[src/tmrw_pkg.sv]
// Constants, types and register map of the wide-access capture timer.
// Assumes one system clock aclk and a synchronous active-low reset aresetn.
// Function
// [RULE1] Counter advances only on tick enable
// [RULE2] Width bit joins compare into sixteen bits
// [RULE3] Wide registers reached as two bytes
// [RULE4] Exactly one shared high-byte latch
// [RULE5] Only low-byte access moves sixteen bits
// [RULE6] Low write loads latch and byte together
// [RULE7] Low read copies high byte into latch
// [RULE8] Compare reads bypass the latch
// [RULE9] Sixteen-bit capture reads use the latch
// [RULE10] Write high first, read low first
// [RULE11] Main code blocks interrupts around pairs
// [RULE12] Latch holds across several low writes
// [RULE13] Capture-mode bit enables input capture
// [RULE14] Filter needs four equal samples
// [RULE15] Edge bit: zero falling, one rising
// [RULE16] Trigger copies counter, sets capture flag
// [RULE17] Route bit feeds comparator to capture
// [RULE18] Comparator capture interrupts only when enabled
// [RULE19] Control bits two and one read zero
// [RULE20] Width and capture override clear-on-match
// [RULE21] Clear-on-match tops counter at compare A
// [RULE22] Writing one clears capture flag
// [RULE23] Latch changes only on latch accesses
// [RULE24] Control fields reset to zero
package tmrw_pkg;
   localparam logic [5:0] TMRW_ADDR_CNT_L = 6'h12;
   localparam logic [5:0] TMRW_ADDR_CNT_H = 6'h14;
   localparam logic [5:0] TMRW_ADDR_CTRL = 6'h15;
   localparam logic [5:0] TMRW_ADDR_CMP_A = 6'h13;
   localparam logic [5:0] TMRW_ADDR_CMP_B = 6'h16;
   localparam logic [5:0] TMRW_ADDR_MASK = 6'h39;
   localparam logic [5:0] TMRW_ADDR_FLAG = 6'h38;
   localparam int TMRW_BIT_WIDTH = 7;
   localparam int TMRW_BIT_CAPEN = 6;
   localparam int TMRW_BIT_FILT = 5;
   localparam int TMRW_BIT_EDGE = 4;
   localparam int TMRW_BIT_ROUTE = 3;
   localparam int TMRW_BIT_CTC = 0;
   localparam int TMRW_BIT_CAPFLAG = 0;
   localparam int TMRW_BIT_CAPIE = 0;
   localparam logic [7:0] TMRW_CTRL_WMASK = 8'hF9;
   localparam logic [7:0] TMRW_CTRL_RESET = 8'h00;
   localparam int TMRW_FILT_SAMPLES = 4;
   localparam logic [7:0] TMRW_MAX8 = 8'hFF;
   localparam logic [15:0] TMRW_MAX16 = 16'hFFFF;
   localparam logic [31:0] TMRW_AXI_ADDR_OFF = 32'h0000_0000;
   localparam logic [31:0] TMRW_AXI_ADDR_STAT = 32'h0000_0004;
   localparam logic [31:0] TMRW_AXI_ADDR_RDATA = 32'h0000_0008;
   typedef enum logic [4:0] {
      TMRW_MODE_N8 = 5'b00001,
      TMRW_MODE_CTC8 = 5'b00010,
      TMRW_MODE_N16 = 5'b00100,
      TMRW_MODE_IC8 = 5'b01000,
      TMRW_MODE_IC16 = 5'b10000
   } tmrw_mode_e;
endpackage : tmrw_pkg

[src/tmrw_if.sv]
// Byte bus between the processor-side controller and the timer.
// Assumes both ends run on the same clock.
`timescale 1ns/100ps
interface tmrw_if (input wire logic aclk);
   logic [5:0] addr;
   logic [7:0] wdata;
   logic wr;
   logic rd;
   logic [7:0] rdata;
   logic irq;
   modport dev (input addr, wdata, wr, rd, output rdata, irq);
   modport cpu (output addr, wdata, wr, rd, input rdata, irq);
endinterface : tmrw_if

[src/tmrw_timer.sv]
// Timer/counter with shared high-byte latch and input capture.
// Assumes one byte access a cycle from the processor end, same clock.
`timescale 1ns/100ps
module tmrw_timer
   import tmrw_pkg::*;
(
   // Clock and reset
   input wire logic aclk,
   input wire logic aresetn,
   // Processor bus
   tmrw_if.dev bus,
   // Timing and capture sources
   input wire logic timer_tick_enable,
   input wire logic capture_pin,
   input wire logic comparator_out
);
   logic [7:0] ctrl_r;
   logic [7:0] cnt_l_r, cnt_h_r;
   logic [7:0] cmp_a_r, cmp_b_r;
   logic [7:0] latch_r;
   logic [7:0] mask_r;
   logic capture_flag_r;
   logic [7:0] rdata_r;
   logic [1:0] src_s1_r, src_s2_r;
   logic [TMRW_FILT_SAMPLES-2:0] filt_hist_r;
   logic filt_out_r;
   logic edge_prev_r;
   tmrw_mode_e mode;
   logic wide, capen, cap_sync, cap_in, trig;
   logic [15:0] cnt16, cmp16;

   ////////////////////////////////////////////////////////////////////////
   assign wide = ctrl_r[TMRW_BIT_WIDTH]; // RULE2
   assign capen = ctrl_r[TMRW_BIT_CAPEN]; // RULE13
   assign cnt16 = {cnt_h_r, cnt_l_r};
   assign cmp16 = {cmp_b_r, cmp_a_r};

   always_comb begin
      // Width and capture outrank clear-on-match
      if (capen && wide) mode = TMRW_MODE_IC16; // RULE20
      else if (capen) mode = TMRW_MODE_IC8;
      else if (wide) mode = TMRW_MODE_N16;
      else if (ctrl_r[TMRW_BIT_CTC]) mode = TMRW_MODE_CTC8;
      else mode = TMRW_MODE_N8;
   end

   ////////////////////////////////////////////////////////////////////////
   // Capture front end: sync, route, filter, edge
   // Both sources synced ahead of the mux, so no raw pin reaches logic
   always_ff @(posedge aclk) begin
      if (!aresetn) begin
         src_s1_r <= 2'b00;
         src_s2_r <= 2'b00;
      end else begin
         src_s1_r <= {comparator_out, capture_pin};
         src_s2_r <= src_s1_r;
      end
   end

   assign cap_sync = ctrl_r[TMRW_BIT_ROUTE] ? src_s2_r[1] : src_s2_r[0]; // RULE17

   // Window: last three samples plus the current one, four cycles of delay
   always_ff @(posedge aclk) begin
      if (!aresetn) begin
         filt_hist_r <= '0;
         filt_out_r <= 1'b0;
      end else begin
         filt_hist_r <= {filt_hist_r[TMRW_FILT_SAMPLES-3:0], cap_sync};
         if ({filt_hist_r, cap_sync} == '1) filt_out_r <= 1'b1; // RULE14
         else if ({filt_hist_r, cap_sync} == '0) filt_out_r <= 1'b0; // RULE14
      end
   end

   assign cap_in = ctrl_r[TMRW_BIT_FILT] ? filt_out_r : cap_sync;

   always_ff @(posedge aclk) begin
      if (!aresetn) edge_prev_r <= 1'b0;
      else edge_prev_r <= cap_in;
   end

   // Edge bit zero picks falling, one picks rising
   assign trig = capen && (ctrl_r[TMRW_BIT_EDGE] ? (cap_in && !edge_prev_r)
                                                  : (!cap_in && edge_prev_r)); // RULE15

   ////////////////////////////////////////////////////////////////////////
   // Control, mask and flag registers
   always_ff @(posedge aclk) begin
      if (!aresetn) ctrl_r <= TMRW_CTRL_RESET; // RULE24
      else if (bus.wr && bus.addr == TMRW_ADDR_CTRL) ctrl_r <= bus.wdata & TMRW_CTRL_WMASK; // RULE19
   end

   always_ff @(posedge aclk) begin
      if (!aresetn) mask_r <= 8'h00;
      else if (bus.wr && bus.addr == TMRW_ADDR_MASK) mask_r <= bus.wdata;
   end

   // Set wins over a clear in the same cycle
   always_ff @(posedge aclk) begin
      if (!aresetn) capture_flag_r <= 1'b0;
      else if (trig) capture_flag_r <= 1'b1; // RULE16
      else if (bus.wr && bus.addr == TMRW_ADDR_FLAG && bus.wdata[TMRW_BIT_CAPFLAG])
         capture_flag_r <= 1'b0; // RULE22
   end

   assign bus.irq = capture_flag_r && mask_r[TMRW_BIT_CAPIE]; // RULE18

   ////////////////////////////////////////////////////////////////////////
   // Shared latch: high writes and latch-using low reads only
   always_ff @(posedge aclk) begin
      if (!aresetn) latch_r <= 8'h00;
      else if (bus.wr && (bus.addr == TMRW_ADDR_CNT_H || (wide && bus.addr == TMRW_ADDR_CMP_B)))
         latch_r <= bus.wdata; // RULE4 RULE5 RULE23
      else if (bus.rd && wide && bus.addr == TMRW_ADDR_CNT_L) latch_r <= cnt_h_r; // RULE7
      else if (bus.rd && mode == TMRW_MODE_IC16 && bus.addr == TMRW_ADDR_CMP_A)
         latch_r <= cmp_b_r; // RULE9
   end

   // Counter; low write merges latch (RULE12: latch not consumed)
   always_ff @(posedge aclk) begin
      if (!aresetn) begin
         cnt_l_r <= 8'h00;
         cnt_h_r <= 8'h00;
      end else if (bus.wr && bus.addr == TMRW_ADDR_CNT_L) begin
         cnt_l_r <= bus.wdata;
         if (wide) cnt_h_r <= latch_r; // RULE6 RULE12
      end else if (timer_tick_enable) begin // RULE1
         if (mode == TMRW_MODE_CTC8 && cnt_l_r == cmp_a_r) cnt_l_r <= 8'h00; // RULE21
         else if (wide) {cnt_h_r, cnt_l_r} <= (cnt16 == TMRW_MAX16) ? 16'h0000 : cnt16 + 16'h0001;
         else cnt_l_r <= (cnt_l_r == TMRW_MAX8) ? 8'h00 : cnt_l_r + 8'h01;
      end
   end

   // Compare A, and B too when wide, doubles as capture register in capture mode
   always_ff @(posedge aclk) begin
      if (!aresetn) begin
         cmp_a_r <= 8'h00;
         cmp_b_r <= 8'h00;
      end else if (trig) begin
         cmp_a_r <= cnt_l_r; // RULE16
         if (wide) cmp_b_r <= cnt_h_r;
      end else if (bus.wr && bus.addr == TMRW_ADDR_CMP_A) begin
         cmp_a_r <= bus.wdata;
         if (wide) cmp_b_r <= latch_r; // RULE2 RULE6 RULE12
      end else if (bus.wr && !wide && bus.addr == TMRW_ADDR_CMP_B) begin
         cmp_b_r <= bus.wdata;
      end
   end

   ////////////////////////////////////////////////////////////////////////
   // Read data, registered one cycle after rd
   always_ff @(posedge aclk) begin
      if (!aresetn) rdata_r <= 8'h00;
      else if (bus.rd) begin
         if (bus.addr == TMRW_ADDR_CTRL) rdata_r <= ctrl_r; // RULE19
         else if (bus.addr == TMRW_ADDR_CNT_L) rdata_r <= cnt_l_r;
         else if (bus.addr == TMRW_ADDR_CNT_H) rdata_r <= wide ? latch_r : cnt_h_r; // RULE3
         else if (bus.addr == TMRW_ADDR_CMP_A) rdata_r <= cmp_a_r;
         else if (bus.addr == TMRW_ADDR_CMP_B)
            rdata_r <= (mode == TMRW_MODE_IC16) ? latch_r : cmp_b_r; // RULE8 RULE9
         else if (bus.addr == TMRW_ADDR_MASK) rdata_r <= mask_r;
         else if (bus.addr == TMRW_ADDR_FLAG) rdata_r <= {7'h00, capture_flag_r};
         else rdata_r <= 8'h00;
      end
   end
   assign bus.rdata = rdata_r;
endmodule : tmrw_timer
[src/flat_wrapper.sv]
// flat-port wrapper written by rule: the top's interface ports become plain ports
module tmrw_timer_flat import tmrw_pkg::*;
  (aclk, aresetn, timer_tick_enable, capture_pin, comparator_out, bus_addr, bus_wdata, bus_wr, bus_rd, bus_rdata, bus_irq);
  tmrw_if bus_i (.aclk(aclk));
  input wire logic aclk;
  input wire logic aresetn;
  input wire logic timer_tick_enable;
  input wire logic capture_pin;
  input wire logic comparator_out;
  input wire logic [$bits(bus_i.addr)-1:0] bus_addr;
  input wire logic [$bits(bus_i.wdata)-1:0] bus_wdata;
  input wire logic [$bits(bus_i.wr)-1:0] bus_wr;
  input wire logic [$bits(bus_i.rd)-1:0] bus_rd;
  output wire logic [$bits(bus_i.rdata)-1:0] bus_rdata;
  output wire logic [$bits(bus_i.irq)-1:0] bus_irq;
  assign bus_i.addr = bus_addr;
  assign bus_i.wdata = bus_wdata;
  assign bus_i.wr = bus_wr;
  assign bus_i.rd = bus_rd;
  assign bus_rdata = bus_i.rdata;
  assign bus_irq = bus_i.irq;
  tmrw_timer u_core (.aclk(aclk), .aresetn(aresetn), .bus(bus_i), .timer_tick_enable(timer_tick_enable), .capture_pin(capture_pin), .comparator_out(comparator_out));
endmodule
[config.mk]
export PLATFORM = sky130hd
export DESIGN_NAME = tmrw_timer_flat
export DESIGN_NICKNAME = d
export VERILOG_FILES = /design/src/tmrw_pkg.sv /design/src/tmrw_if.sv /design/src/tmrw_timer.sv /design/src/flat_wrapper.sv
export SDC_FILE = /design/constraint.sdc
export NUM_CORES = 1
export LEC_CHECK = 0
export BUFFER_PORTS_ARGS = -buffer_cell sky130_fd_sc_hd__buf_2
export CAP_MARGIN = 15
export CORE_ASPECT_RATIO = 0.5
export CORE_MARGIN = 5
export CORE_UTILIZATION = 40
export DETAILED_ROUTE_END_ITERATION = 10
export PLACE_DENSITY = 0.61
export SYNTH_ARGS = -nofsm -noshare
export SYNTH_HDL_FRONTEND = slang
export SYNTH_SLANG_ARGS = --single-unit
[constraint.sdc]
create_clock -name aclk -period 5.54 [get_ports aclk]
set_input_delay 0.277 -clock aclk [delete_from_list [all_inputs] [get_ports aclk]]
set_output_delay 0.277 -clock aclk [all_outputs]
set_load 0.02 [all_outputs]
==> results of run 1 <==
## how the worst max path moves through the flow
stage                      startpoint           endpoint  slack (ns)  depth (start not counted)
floorplan            u_core.ctrl_r[3]  u_core.cmp_b_r[0]        3.61                          5
global placement    u_core.cnt_l_r[0]  u_core.cnt_l_r[1]        3.04                          6
detailed placement             bus_wr  u_core.cnt_h_r[1]        2.98                          6
CTS                 u_core.cnt_l_r[0]  u_core.cnt_l_r[1]        3.07                          6
global route        u_core.cnt_l_r[0]  u_core.cnt_l_r[1]        2.66                          6
finish              u_core.cnt_l_r[0]  u_core.cnt_l_r[1]        2.98                          6
## critical path, stage by stage (launching register included)
cell     delay, ns
dfxtp_1       0.53
ha_1          0.25
nand3_1       0.29
nor3_1        0.65
a31oi_1       0.33
a32oi_1       0.27
a21oi_1       0.09
## cells in the mapped netlist, types with 3 or more instances
cell and count:
nor4_1 5, and3_1 3, dfxtp_1 72, and4_1 3, o21a_1 3, and2_1 10, mux2_2 10, a21oi_1 22
nor3b_1 3, o211ai_1 12, a311oi_1 7, buf_2 14, nand2_1 49, or3_1 3, inv_1 9, a221oi_1 4
nor2_1 42, a211oi_1 7, nor3_1 10, a31oi_1 10, nand2b_1 7, nand3_1 19, o21ai_0 44, a221o_1 3
nor2b_1 3, xor2_1 6, o22ai_1 4, nand4_1 16, mux2i_1 49, o31ai_1 4, clkbuf_1 26
## metal layers
layer  up-vias  wire length [um]
met5         -                 0
met4         0               264
met3        23              1160
met2       174              5780
met1      1937              6490
li1       1948                 -
## power groups by stage
stage	clock network, W	logic, W	registers, W
2_1_floorplan	0	0.0000571	0.000545
3_3_place_gp	0	0.0000845	0.000550
3_5_place_dp	0	0.0000848	0.000550
4_1_cts	0.000728	0.0000851	0.000538
5_1_grt	0.000748	0.0000939	0.000540
6_report	0.000722	0.0000867	0.000539
## flip-flops by register name, indices dropped and copies added (netlist names)
register,cells
u_core.capture_flag_r,1
u_core.cmp_a_r,8
u_core.src_s1_r,2
u_core.bus.rdata,8
u_core.mask_r,8
u_core.cnt_l_r,8
u_core.cnt_h_r,8
u_core.ctrl_r,6
u_core.filt_hist_r,3
u_core.edge_prev_r,1
u_core.latch_r,8
u_core.src_s2_r,2
u_core.cmp_b_r,8
u_core.filt_out_r,1
## metrics by stage
step,cells,power [W],setup WS [ns],cell area (um2)
2_1_floorplan,525,0.000603,3.61,4330
3_3_place_gp,654,0.000634,3.04,4490
3_5_place_dp,654,0.000635,2.98,4490
4_1_cts,669,0.00135,3.07,4860
5_1_grt,669,0.00138,2.66,4860
6_report,669,0.00135,2.98,4860
## area by class of cell
cell class                 count  area, um2
fill                        1012       5520
multi-input combinational    402       2680
sequential                    72       1440
clock buffer                  10        239
tap                          140        175
timing repair buffer          31        160
clock inverter                 5        129
inverter                       9       33.8
## cells in the final DEF (no fill, tap or decap), drive strengths merged, types with 9 or more instances in the layout
master | synthesis | final
nand2 | 49 | 49
mux2i | 49 | 49
clkbuf | 26 | 10
nor3 | 11 | 11
mux2 | 13 | 13
nor2 | 43 | 43
nand3 | 19 | 19
dfxtp | 72 | 72
a21oi | 22 | 22
nand4 | 16 | 16
buf | 16 | 31
a31oi | 11 | 11
o211ai | 12 | 12
o21ai | 44 | 44
inv | 9 | 9
and2 | 11 | 11
## cell families (layout without fill, tap and decap cells)
group,after synthesis,after routing
fa+ha+maj,2,2
xor+xnor,8,8
buf+inv,51,55
mux,62,62
compound gates,139,139
simple gates,191,191
flops,72,72
==> impl_metrics.csv, run 1 <==
group,metric,value,unit
status,status,"complete, no violations",
floorplanning,fp.coreArea,0.0104,mm2
pwr,p_comb_frac,0.064,
detailed_routing,drc,0,
detailed_routing,wl,13700,um
cts,worstSkewPairLatency,0.34,ns
worst_setup_path,path_class,"reg2reg",
worst_setup_path,end_kind,"register",
global_route,use_met1,0.311,
pwr,power_density,277,mW/mm2
cts,cts-hold-fix-buffers,0,
pwr,clockPowerShare,0.536,
logic_synthesis,syn_nets,548,
global_route,use_met2,0.294,
cts,cts.clk_slew.worst_paths,0.06,ns
logic_synthesis,synth_seq_cells,72,
cts,cts_root_buf,"clkbuf_16",
logic_synthesis,netlist_instances,525,
timing,fmax,390,MHz
logic_synthesis,synth.largest_area_cell,"dfxtp_1",
worst_setup_path,crit_arrival,2.75,ns
timing,tns,0,ns
timing,fin_worst_skew,0.00372,ns
logic_synthesis,yosys_warnings,0,
timing,fin_crit_sh,0.462,
worst_setup_path,r2r-end,"u_core.cnt_l_r[1]",
global_route,gr-usage-all-layers,0.209,
layout,fin_nets,548,
cts,htreeDepth,3,
pwr,p_seq_frac,0.400,
placement,io_buffers,29,
logic_synthesis,yosys_most_used_dff,"dfxtp_1",
logic_synthesis,synthTopCellsByArea,"dfxtp_1, mux2i_1, o21ai_0",
cts,clock-sinks,72,
hold_path,hold_path.class,"in2reg",
global_route,antenna_found_initial,0,
timing,setup_viol_count_final,0,
floorplanning,fp.dieW,157,um
layout,final_core_util,0.468,
floorplanning,start_util,0.417,
logic_synthesis,synth_compound_gate_area_share,0.217,
logic_synthesis,seq_area_frac_synth,0.333,
timing,relSlewSlack,0.281,
worst_setup_path,reg2reg_slack,2.98,ns
timing,rsz0062_at_grt,"false",
global_route,overflow,0,
logic_synthesis,synthSimpleGateAreaFrac,0.231,
detailed_routing,wl_per_cell,20.5,um
detailed_routing,ant_nets,0,
global_route,grt_pass1_vias,3741,
worst_setup_path,path_max_fanout,9,
cts,cts_max_path_buffers,2,
logic_synthesis,synth_top_family_by_area,"simple AND/OR/NAND/NOR gates",
worst_setup_path,reg2reg_depth,6,
worst_setup_path,worstReg2RegStart,"u_core.cnt_l_r[0]",
hold_path,hold-path-cell-count,2,
global_route,top_usage_layer,"met1",
cts,cts_made_buffers,9,
logic_synthesis,syn-cell-area,0.00433,mm2
worst_setup_path,critPathLaunchType,"register",
timing,maxSlewViolCount,0,
hold_path,min_to,"u_core.src_s1_r[1]",
floorplanning,rows,26,
detailed_routing,vias_per_cell,6.10,
timing,fin_crit,2.56,ns
timing,worst_hold_slack,0.146,ns
layout,syn_to_final_growth,12.2,%
pwr,irDropWorstVdd,0.000132,V
cts,cts_tree,"built",
run,maxCapViolations,0,
cts,cts.repair.resized,0,
logic_synthesis,synth.mux.area_fraction,0.149,
timing,worst_slew_pin_slew,1.08,ns
logic_synthesis,syn_avg_cell_area,8.25,um2
placement,dp_hpwl,9610,um
detailed_routing,vias,4082,
logic_synthesis,synth_fa_ha_area_frac,0.00578,
worst_setup_path,worstPathRequired,5.73,ns
floorplanning,io_pins,30,
global_route,grt_pass1_wl,21600,um
hold_path,hp-start,"comparator_out",
pwr,switchingPower,0.000296,W
global_route,grt_max_degree,46,
layout,layout-drive-gt1-share,0.130,
logic_synthesis,synth_xor_area_frac,0.0162,
pwr,internal-power,0.00105,W
detailed_routing,drt_first_iter_violations,562,
timing,hold_violations,0,
logic_synthesis,synth-edff-count,0,
placement,gp_congestion,0.964,
global_route,met3_usage,0.0559,
logic_synthesis,yosysUniqueCellTypes,66,
floorplanning,die_h,83.6,um
layout,diodes,0,
logic_synthesis,synthArstFlopShare,0,
pwr,switching_share,0.219,
logic_synthesis,yosysTopAreaCellShare,0.333,
pwr,leakage,1.84,nW
floorplanning,die-area,0.0131,mm2
detailed_routing,first_pass_iters,7,
cts,cts_setup_buffers,0,
Power figures use the tool's default switching activity.
==> run 2: changes to the inputs <==
==> constraint.sdc (replaced) <==
create_clock -name aclk -period 2.6 [get_ports aclk]
set_input_delay 0.13 -clock aclk [delete_from_list [all_inputs] [get_ports aclk]]
set_output_delay 0.13 -clock aclk [all_outputs]
set_load 0.02 [all_outputs]
==> impl_metrics.csv, run 2 (synthesized netlist as in run 1, its figures left out) <==
group,metric,value,unit
cts,clock-sinks,72,
pwr,switching_share,0.250,
timing,tns,0,ns
placement,io_buffers,29,
pwr,p_comb_frac,0.073,
layout,diodes,0,
cts,cts_tree,"built",
layout,layout_common_cells,"dfxtp_1, mux2i_1, nand2_1",
detailed_routing,wl,14400,um
run,maxCapViolations,0,
timing,fin_worst_skew,0.00646,ns
floorplanning,rows,26,
pwr,leakage,1.92,nW
detailed_routing,first_pass_iters,7,
detailed_routing,vias,4321,
global_route,grt_pass1_wl,22700,um
timing,postLayoutSetupSlackWorst,0.328,ns
placement,dp.cells,675,
placement,gp_congestion,0.934,
detailed_routing,drt_first_iter_violations,479,
timing,rsz0062_at_grt,"false",
layout,layout-drive-gt1-share,0.163,
floorplanning,io_pins,30,
layout,final_cells,693,
timing,worst_slew_pin_slew,1.09,ns
cts,worstSkewPairLatency,0.35,ns
pwr,p_seq_frac,0.423,
layout,design_area,0.00499,mm2
layout,fin_nets,571,
timing,fin_crit,2.27,ns
cts,cts.clk_slew.worst_paths,0.06,ns
detailed_routing,ant_nets,0,
pwr,switchingPower,0.000678,W
floorplanning,start_util,0.417,
cts,cts_made_buffers,9,
detailed_routing,wl_per_cell,20.7,um
floorplanning,fp.dieW,157,um
cts,cts_root_buf,"clkbuf_16",
timing,relSlewSlack,0.275,
worst_setup_path,timing.critical_path.from,"u_core.cnt_l_r[1]",
timing,fin_crit_sh,0.874,
cts,cts_max_path_buffers,2,
timing,setup_viol_count_final,0,
timing,fmax,440,MHz
detailed_routing,drc,0,
pwr,internal-power,0.00204,W
detailed_routing,vias_per_cell,6.24,
layout,syn_to_final_growth,15.2,%
global_route,antenna_found_initial,0,
global_route,overflow,0,
placement,place_ws,0.412,ns
worst_setup_path,end_kind,"register",
cts,htreeDepth,3,
floorplanning,die-area,0.0131,mm2
global_route,grt_pass1_vias,3991,
pwr,clockPowerShare,0.504,
worst_setup_path,critPathLaunchType,"register",
layout,n_fill_cell,1022,
worst_setup_path,path_max_fanout,8,
worst_setup_path,worstPathRequired,2.82,ns
global_route,grt_max_degree,32,
floorplanning,fp.coreArea,0.0104,mm2
pwr,power_density,544,mW/mm2
placement,dp_hpwl,10200,um
worst_setup_path,worstReg2RegStart,"u_core.cnt_l_r[1]",
global_route,gr-usage-all-layers,0.220,
worst_setup_path,path_class,"reg2reg",
timing,maxSlewViolCount,0,
floorplanning,die_h,83.6,um
cts,cts_setup_buffers,0,
timing,hold_violations,0,
pwr,irDropWorstVdd,0.000269,V
worst_setup_path,crit_arrival,2.50,ns
hold_path,hold_path.class,"in2reg",
cts,cts.repair.resized,0,
placement,dpl_cell_area,0.00465,mm2
layout,final_common_cell,"dfxtp_1",
hold_path,hp-start,"bus_wdata[1]",
timing,worst_hold_slack,0.137,ns
status,status,"complete, no violations",
[run 2: cell count changes in the layout (fill, tap and decap cells not counted), sizes merged]
cell,previous run,this run
clkinvlp,0,2
dlygate4sd3,0,2
inv,9,10
buf,31,52
bufinv,4,2
[run 2: path summary, 6_finish.rpt]
kind	end	slack (ns)	cells after the start
worst min register to register	u_core.src_s2_r[0]	0.44	1
worst max-delay path	u_core.cnt_l_r[1]	0.33	6
worst max register to register	u_core.cnt_l_r[1]	0.33	6
worst min-delay path	u_core.latch_r[1]	0.14	3
[run 2: layer usage]
layer | up-vias | share of wire | track usage
met1 | 2068 | 0.47 | 0.319
met4 | 0 | 0.022 | 0.0726
met5 | - | 0 | 0
li1 | 2008 | - | -
met3 | 30 | 0.10 | 0.0756
met2 | 215 | 0.40 | 0.302
[run 2: cell type report]
type                       count  area [um2]  share of cell area
clock buffer                  10         229              0.0459
clock inverter                 6        92.6              0.0186
inverter                       9        33.8             0.00677
multi-input combinational    402        2680               0.537
sequential                    72        1440               0.289
tap                          140         175              0.0351
timing repair buffer          54         338              0.0677
[run 2: metrics by stage]
| step | power [W] | utilization |
|---|---|---|
| finish | 0.00272 | 0.481 |
| detailed placement | 0.00136 | 0.448 |
| global placement | 0.00136 | 0.448 |
| CTS | 0.00272 | 0.481 |
| floorplan | 0.00128 | - |
| global route | 0.00279 | 0.481 |
[run 2: critical path, cell delays in order (launching register included)]
cell     delay (ns)
dfxtp_1        0.51
ha_1           0.26
nand3_1        0.16
nor3_1         0.54
a31oi_1        0.33
a32oi_1        0.26
a21oi_1        0.09
[run 2: power by group through the flow]
stage / logic, W / clock network [W] / registers (W)
finish: 0.000198 / 0.00137 / 0.00115
global route: 0.000214 / 0.00143 / 0.00115
CTS: 0.000194 / 0.00138 / 0.00115
detailed placement: 0.000191 / 0 / 0.00117
global placement: 0.000191 / 0 / 0.00117
floorplan: 0.000122 / 0 / 0.00116
[run 2: what timing repair did]
action                                  4_1_cts  5_1_grt
hold endpoints to repair                      2        0
endpoints found under the setup margin        0        0
hold buffers                                  2        0
